### src/inc/stpsm_pkg.sv
// Purpose: shared constants and types for the stepper output smoothing path
// Assumes: one 200 MHz clock, sample tick derived internally
// Notes: motor type codes are the documented values times two
package stpsm_pkg;
  localparam int POS_W = 32;
  localparam int CLK_PERIOD_NS = 5;
  // motor type codes, in half units
  localparam logic [7:0] MT_LOW_NORM = 8'h04;
  localparam logic [7:0] MT_HIGH_NORM = 8'hFC;
  localparam logic [7:0] MT_LOW_REV = 8'h05;
  localparam logic [7:0] MT_HIGH_REV = 8'hFB;
  localparam logic [7:0] MT_RST = 8'h00;
  // step smoothing constant in thousandths, tau = 3 * ks samples
  localparam logic [15:0] KS_RST = 16'h0521;
  localparam logic [4:0] KS_TAU_MULT = 5'h03;
  localparam logic [25:0] ALPHA_DIVIDEND = 26'h3E80000;
  localparam logic [16:0] ALPHA_ONE = 17'h10000;
  // 65536000 / (3 * 1313), truncated
  localparam logic [16:0] ALPHA_RST = 17'h040FD;
  localparam int DIV_STEPS = 26;
  // profile smoothing constant, fraction of 256; 256 means none
  localparam logic [8:0] IT_RST = 9'h100;
  localparam int IT_FRAC = 8;
  localparam int KS_FRAC = 16;
  // timing
  localparam int SAMPLE_PERIOD_NS = 1000000;
  localparam int SAMPLE_CYC = SAMPLE_PERIOD_NS / CLK_PERIOD_NS;
  localparam int STEP_HIGH_NS = 250;
  localparam int STEP_LOW_NS = 250;
  localparam int STEP_HIGH_CYC = (STEP_HIGH_NS + CLK_PERIOD_NS - 1)
                                 / CLK_PERIOD_NS;
  localparam int STEP_LOW_CYC = (STEP_LOW_NS + CLK_PERIOD_NS - 1)
                                / CLK_PERIOD_NS;
  typedef struct packed {
    logic [7:0] motor_type_select;
    logic [15:0] step_smoothing_constant;
    logic [8:0] profile_smoothing_time_constant;
  } stpsm_cfg_t;
  typedef enum logic [1:0] {ST_IDLE, ST_PULSE, ST_GAP} stpsm_state_t;
endpackage

### src/core/stpsm_core.sv
// Purpose: one axis of profile smoothing, step smoothing and step/dir output
// Assumes: inputs synchronous to clock_i; cmd_pos_i sampled each sample tick
// Notes: settings enter through cfg_i on cfg_load_i
// Function
// - type code 2 gives active-low step pulses, normal direction.
// - type code -2 gives active-high step pulses, normal direction.
// - type code 2.5 gives active-low steps and inverted direction.
// - type code -2.5 gives active-high steps and inverted direction.
// - step smoothing is a single-pole low-pass after the profiler.
// - smoothing delays step pulses per the programmed time constant.
// - in stepper mode the smoothing filter is always in the path.
// - profiler done is independent of pending filtered steps.
// - separate profile smoothing stage with its own time constant.
// - after reset smoothing constant is 1.313, tau 3.939 samples.
// - emitted steps are counted; define-position loads count and reference.
`timescale 1ns/1ps
module stpsm_core #(
  parameter int SAMPLE_CYCLES = stpsm_pkg::SAMPLE_CYC
) (
  input wire logic clock_i,
  input wire logic rst_b_i,
  input wire stpsm_pkg::stpsm_cfg_t cfg_i,
  input wire logic cfg_load_i,
  input wire logic signed [stpsm_pkg::POS_W-1:0] cmd_pos_i,
  input wire logic profile_done_i,
  input wire logic dp_load_i,
  input wire logic signed [stpsm_pkg::POS_W-1:0] dp_value_i,
  output logic step_o,
  output logic dir_o,
  output logic signed [stpsm_pkg::POS_W-1:0] emitted_step_count_o,
  output logic signed [stpsm_pkg::POS_W-1:0] ref_pos_o,
  output logic profile_done_o,
  output logic steps_pending_o
);
  localparam int PW = stpsm_pkg::POS_W;
  localparam int RW = PW + stpsm_pkg::IT_FRAC;
  localparam int FW = PW + stpsm_pkg::KS_FRAC;
  localparam int TW = $clog2(SAMPLE_CYCLES + 1);

  stpsm_pkg::stpsm_cfg_t cfg;
  stpsm_pkg::stpsm_state_t st;
  logic [TW-1:0] tick_cnt;
  logic [6:0] ptimer;
  logic [16:0] alpha;
  logic [25:0] quot;
  logic [26:0] rem;
  logic [17:0] divisor;
  logic [4:0] div_cnt;
  logic div_busy;
  logic ks_touched;
  logic signed [RW-1:0] ref_q;
  logic signed [FW-1:0] filt_q;
  logic signed [PW-1:0] count;
  logic dir_pos;

  function automatic logic [2:0] mt_decode(input logic [7:0] mt);
    // {stepper, active_low, reversed}
    unique case (mt)
      stpsm_pkg::MT_LOW_NORM: mt_decode = 3'h6;
      stpsm_pkg::MT_HIGH_NORM: mt_decode = 3'h4;
      stpsm_pkg::MT_LOW_REV: mt_decode = 3'h7;
      stpsm_pkg::MT_HIGH_REV: mt_decode = 3'h5;
      default: mt_decode = 3'h0;
    endcase
  endfunction

  wire [2:0] mt_dec = mt_decode(cfg.motor_type_select);
  wire is_stepper = mt_dec[2];
  wire active_low = mt_dec[1];
  wire reversed = mt_dec[0];
  wire tick = (tick_cnt == TW'(SAMPLE_CYCLES - 1));

  // profile smoothing filter
  wire signed [RW-1:0] err_p = RW'(cmd_pos_i) <<< stpsm_pkg::IT_FRAC;
  wire signed [RW-1:0] diff_p = err_p - ref_q;
  wire signed [RW+10:0] prod_p = (RW+11)'(diff_p)
    * (RW+11)'($signed({1'b0, cfg.profile_smoothing_time_constant}))
    + (RW+11)'(128);
  wire signed [RW-1:0] next_ref_q = ref_q
    + RW'(prod_p >>> stpsm_pkg::IT_FRAC);

  // step smoothing filter
  wire signed [FW-1:0] ref_f = FW'(ref_q) <<< (FW - RW);
  wire signed [FW-1:0] diff_f = ref_f - filt_q;
  wire signed [FW+17:0] prod_f = (FW+18)'(diff_f)
    * (FW+18)'($signed({1'b0, alpha}))
    + (FW+18)'(32768);
  wire signed [FW-1:0] next_filt_q = filt_q
    + FW'(prod_f >>> stpsm_pkg::KS_FRAC);
  wire signed [FW-1:0] filt_rnd = filt_q + FW'(32768);
  wire signed [PW-1:0] target = PW'(filt_rnd >>> stpsm_pkg::KS_FRAC);

  wire pending = (target != count);
  wire want_dir = (target > count);
  wire start_pulse = (st == stpsm_pkg::ST_IDLE) && is_stepper && pending
                     && (want_dir == dir_pos);
  wire turn_dir = (st == stpsm_pkg::ST_IDLE) && is_stepper && pending
                  && (want_dir != dir_pos);
  wire pulse_on = (st == stpsm_pkg::ST_PULSE);
  wire alpha_bit = stpsm_pkg::ALPHA_DIVIDEND[div_cnt];
  wire [26:0] rem_sh = {rem[25:0], alpha_bit};
  wire rem_ge = (rem_sh >= 27'(divisor));
  wire [16:0] alpha_new = (quot > 26'(stpsm_pkg::ALPHA_ONE))
                          ? stpsm_pkg::ALPHA_ONE : quot[16:0];

  // sample tick divider
  always_ff @(posedge clock_i or negedge rst_b_i) begin
    if (!rst_b_i) tick_cnt <= '0;
    else tick_cnt <= tick ? '0 : tick_cnt + TW'(1);
  end

  // settings; reciprocal of tau by serial division
  always_ff @(posedge clock_i or negedge rst_b_i) begin
    if (!rst_b_i) begin
      cfg <= '{stpsm_pkg::MT_RST, stpsm_pkg::KS_RST, stpsm_pkg::IT_RST};
      alpha <= stpsm_pkg::ALPHA_RST;
      ks_touched <= 1'b0;
      div_busy <= 1'b0;
      div_cnt <= '0;
      divisor <= '0;
      rem <= '0;
      quot <= '0;
    end else if (cfg_load_i && !div_busy) begin
      cfg <= cfg_i;
      ks_touched <= 1'b1;
      div_busy <= 1'b1;
      div_cnt <= 5'(stpsm_pkg::DIV_STEPS - 1);
      // widen before the product so large constants do not wrap
      divisor <= 18'(cfg_i.step_smoothing_constant)
                 * 18'(stpsm_pkg::KS_TAU_MULT);
      rem <= '0;
      quot <= '0;
    end else if (div_busy) begin
      rem <= rem_ge ? rem_sh - 27'(divisor) : rem_sh;
      quot <= {quot[24:0], rem_ge};
      div_cnt <= div_cnt - 5'h01;
      if (div_cnt == 5'h00) div_busy <= 1'b0;
    end else if (ks_touched && alpha != alpha_new && quot != '0) begin
      alpha <= alpha_new;
    end
  end

  // both filters advance once per sample; define-position preloads them
  always_ff @(posedge clock_i or negedge rst_b_i) begin
    if (!rst_b_i) begin
      ref_q <= '0;
      filt_q <= '0;
    end else if (dp_load_i) begin
      ref_q <= RW'(dp_value_i) <<< stpsm_pkg::IT_FRAC;
      filt_q <= FW'(dp_value_i) <<< stpsm_pkg::KS_FRAC;
    end else if (tick) begin
      ref_q <= next_ref_q;
      filt_q <= next_filt_q;
    end
  end

  // step engine: direction settles for a gap before the first pulse after a reversal
  always_ff @(posedge clock_i or negedge rst_b_i) begin
    if (!rst_b_i) begin
      st <= stpsm_pkg::ST_IDLE;
      ptimer <= '0;
      dir_pos <= 1'b1;
      count <= '0;
    end else begin
      if (dp_load_i) count <= dp_value_i;
      else if (start_pulse) count <= dir_pos ? count + 1 : count - 1;
      unique case (st)
        stpsm_pkg::ST_IDLE: begin
          if (start_pulse) begin
            st <= stpsm_pkg::ST_PULSE;
            ptimer <= 7'(stpsm_pkg::STEP_HIGH_CYC - 1);
          end else if (turn_dir) begin
            dir_pos <= want_dir;
            st <= stpsm_pkg::ST_GAP;
            ptimer <= 7'(stpsm_pkg::STEP_LOW_CYC - 1);
          end
        end
        stpsm_pkg::ST_PULSE: begin
          ptimer <= ptimer - 7'h01;
          if (ptimer == 7'h00) begin
            st <= stpsm_pkg::ST_GAP;
            ptimer <= 7'(stpsm_pkg::STEP_LOW_CYC - 1);
          end
        end
        stpsm_pkg::ST_GAP: begin
          ptimer <= ptimer - 7'h01;
          if (ptimer == 7'h00) st <= stpsm_pkg::ST_IDLE;
        end
      endcase
    end
  end

  // registered outputs
  always_ff @(posedge clock_i or negedge rst_b_i) begin
    if (!rst_b_i) begin
      step_o <= 1'b0;
      dir_o <= 1'b0;
      profile_done_o <= 1'b0;
      steps_pending_o <= 1'b0;
    end else begin
      step_o <= is_stepper & (pulse_on ^ active_low);
      dir_o <= is_stepper & (dir_pos ^ reversed);
      profile_done_o <= profile_done_i;
      steps_pending_o <= pending | (st != stpsm_pkg::ST_IDLE);
    end
  end
  assign emitted_step_count_o = count;
  assign ref_pos_o = PW'(ref_q >>> stpsm_pkg::IT_FRAC);
endmodule // stpsm_core

### config.mk
export PLATFORM = sky130hd
export DESIGN_NAME = stpsm_core
export DESIGN_NICKNAME = d
export VERILOG_FILES = /design/src/inc/stpsm_pkg.sv /design/src/core/stpsm_core.sv
export SDC_FILE = /design/constraint.sdc
export NUM_CORES = 2
export LEC_CHECK = 0
export ABC_AREA = 1
export BUFFER_PORTS_ARGS = -buffer_cell sky130_fd_sc_hd__buf_2
export CORE_MARGIN = 5
export CORE_UTILIZATION = 40
export DETAILED_ROUTE_END_ITERATION = 10
export PLACE_DENSITY_LB_ADDON = 0.25
export SKIP_CTS_REPAIR_TIMING = 1
export SYNTH_ARGS = -nofsm -noshare
export SYNTH_HDL_FRONTEND = slang
export SYNTH_SLANG_ARGS = --single-unit
### constraint.sdc
create_clock -name clock_i -period 14.5 [get_ports clock_i]
set_input_delay 1.45 -clock clock_i [delete_from_list [all_inputs] [get_ports clock_i]]
set_output_delay 1.45 -clock clock_i [all_outputs]
set_load 0.01 [all_outputs]
==> summary.txt <==
status -> complete, no violations
Worst R2R Path Depth -> 40
Worst Hold Class -> reg -> reg
Starting Density -> 0.4012
EDFF count, synth -> 0
core area -> 168,900 sq um
final setup violating endpoints -> 0
RR Endpoint -> filt_q[38]$_DFFE_PN0P_
Worst-Margin Slew -> 1391 ps
post-place setup slack -> 2244 ps
Hold Vio Cnt, Final -> 0
first-pass GRT wire length -> 385,600 um
Synth Net Count -> 10,937
Crit. End Element -> register
RSZ-0062 raised after global routing -> no
MaxCap Viol Count -> 0
die footprint -> 177,700 sq um
adder and majority gate portion of the synthesized area -> 0.4172
WP buf/inv -> 6
library cells used by synthesis -> 66
Area Overhead vs Synth -> 6.329%
DRC violations left -> 0
Die W -> 421.6 um
via count -> 61,304
largest family of logic cells by synthesized area -> adder cells
Clock transition at path regs -> 70 ps
Worst-Skew Late Latency -> 590 ps
relative slew slack -> 0.06826
synthesized-area fraction occupied by xor and xnor cells -> 0.03460
Fmax achieved -> 79.90 MHz
WHS Path Cells -> 1
Die H -> 421.6 um
Critical-path top delay cell -> xor2_2
Filler cells -> 17,661
1st-iter DRT viols -> 4,306
DRT antenna net count -> 0
Syn Std Cell Area -> 67,760 sq um
fin crit share -> 0.8632
WL per Instance -> 22.01 um
pin count of the biggest net entering global routing -> 122
CP arrival -> 12,980 ps
antenna violations before repair -> 12
CTS sink count -> 263
H-tree depth -> 2
Critical Path Start Type -> register
Worst path top cell family by delay -> adder cells
PortBufs -> 169
drt first pass iters -> 6
Final Util -> 0.4266
post-synthesis register bit count -> 263
most common flop cell mapped by yosys -> dfrtp_1
sequential fraction of the synthesis area -> 0.09730
yosys warns -> 0
Max Slew Vio Count -> 0
post-synthesis mux area share -> 0
Reg-to-Reg Start -> ref_q[5]$_DFFE_PN0P_
DP HPWL -> 212,900 um
TritonCTS buffer count -> 36
RePlAce Congestion -> 0.9921
Required @ worst endpoint -> 14,960 ps
critical path type -> reg -> reg
root buffer cell -> clkbuf_16
vias in the first global route -> 63,736
fin crit period -> 12,520 ps
vias per inst -> 5.342
site row count -> 151
post-synthesis simple-gate area fraction -> 0.2173
Final WS setup -> 1984 ps
TritonCTS clock tree -> built
Cells after Synth -> 9,197
Syn Area/Cell -> 7.368 sq um
complex-gate fraction of the synthesized area -> 0.1039
gr usage total -> 0.2812
# IOs -> 170
share of cells above drive strength 1 -> 0.05882
min-delay src -> tick_cnt[0]$_DFF_PN0_
R2R setup slack -> 1980 ps
Setup Skew -> 43.28 ps
Routed WL -> 252,600 um
WHS Endpoint -> tick_cnt[0]$_DFF_PN0_
clk buf depth -> 3
fraction of registers with async set/reset -> 1.000
Sum Neg Setup Slack -> 0 ps
Layout Nets -> 10,961
max incr delay on CP -> 1020 ps
GRT overflow -> 0
critical path peak fanout -> 15
flip-flops by register name, indices dropped and copies added, names as in the netlist, 2 cells and up:
name / count
div_cnt: 5
ref_q: 40
tick_cnt: 18
alpha: 17
filt_q: 48
cfg: 17
rem: 26
quot: 26
ptimer: 7
emitted_step_count_o: 32
st: 2
divisor: 18
area by class of cell:
class / count / area [sq um] / share of cell area
Timing Repair Buffer: 240 / 1401 / 0.01945
Tap cell: 2218 / 2775 / 0.03851
Inverter: 2024 / 7597 / 0.1054
Multi-Input combinational cell: 6656 / 52400 / 0.7272
Clock inverter: 16 / 251.5 / 0.003490
Clock buffer: 50 / 1013 / 0.01407
Sequential cell: 263 / 6594 / 0.09151
Antenna cell: 9 / 22.52 / 0.0003126
cell usage after synthesis (all sizes together), types with 45 or more instances:
cell type  count  share of area
nor2        1277          0.071
xnor2         86          0.011
buf           88         0.0083
nand4         62         0.0057
nand2       1563          0.087
or2          149          0.014
o22ai         45         0.0042
a21oi        442          0.033
dfrtp        253          0.093
nor3          81         0.0064
ha           602           0.11
clkbuf       166         0.0092
o21ai        413          0.031
xor2         174          0.023
o21bai        53         0.0060
a21o          54         0.0060
a31oi         50         0.0048
inv         2017           0.11
fa          1036           0.31
nand3        344          0.026
cell families (layout without fill, tap and decap cells):
| group | Yosys count | count (layout) |
|---|---|---|
| flops | 263 | 263 |
| buf+inv | 2278 | 2330 |
| simple gates | 3540 | 3540 |
| other cells | 0 | 9 |
| fa+ha+maj | 1638 | 1638 |
| xor+xnor | 260 | 260 |
| compound gates | 1218 | 1218 |
layout by cell type, fill, tap and decap left out, drive strengths merged, types with 149 or more instances in the layout:
master	n
ha	602
or2	149
xor2	174
buf	240
inv	2019
fa	1036
nor2	1277
nand2	1563
a21oi	442
o21ai	413
dfrtp	253
nand3	344
metal layers:
layer  vias to the layer above  wire (um)  track usage
met1                     30441     105400       0.3642
met5                         -         13            0
met2                      2087     118000       0.4742
met4                         2      15560       0.1372
li1                      28304          -            -
met3                       470      13640      0.02521
through the flow:
stage	area [sq um]	instances	hold WS, ps
floorplan	67770	9197	432.4
global placement	70770	11401	448.1
detailed placement	70770	11401	456.4
CTS	72030	11467	463.9
global route	72030	11468	507.4
finish	72050	11476	460.0
worst register-to-register path, delay by kind of cell (launching register included):
family	cells	cell delay [ps]
simple gates	8	1460
xor+xnor	2	1490
flops	1	550
compound gates	15	4130
fa+ha+maj	9	4330
buf+inv	6	420
worst max-delay path by stage:
stage                     slack, ps  cells past startpoint                      to            startpoint
final                          1980                     40  filt_q[38]$_DFFE_PN0P_  ref_q[5]$_DFFE_PN0P_
after detailed placement       2240                     40  filt_q[38]$_DFFE_PN0P_  ref_q[5]$_DFFE_PN0P_
after CTS                      2190                     40  filt_q[38]$_DFFE_PN0P_  ref_q[5]$_DFFE_PN0P_
after global routing           1710                     40  filt_q[38]$_DFFE_PN0P_  ref_q[5]$_DFFE_PN0P_
after floorplan                5760                     39   ref_q[34]$_DFFE_PN0P_          cmd_pos_i[1]
after global placement         2120                     40  filt_q[38]$_DFFE_PN0P_  ref_q[5]$_DFFE_PN0P_
Power is not shown: default switching activity piles up to over one toggle a cycle in this logic, so the estimate is an artifact.
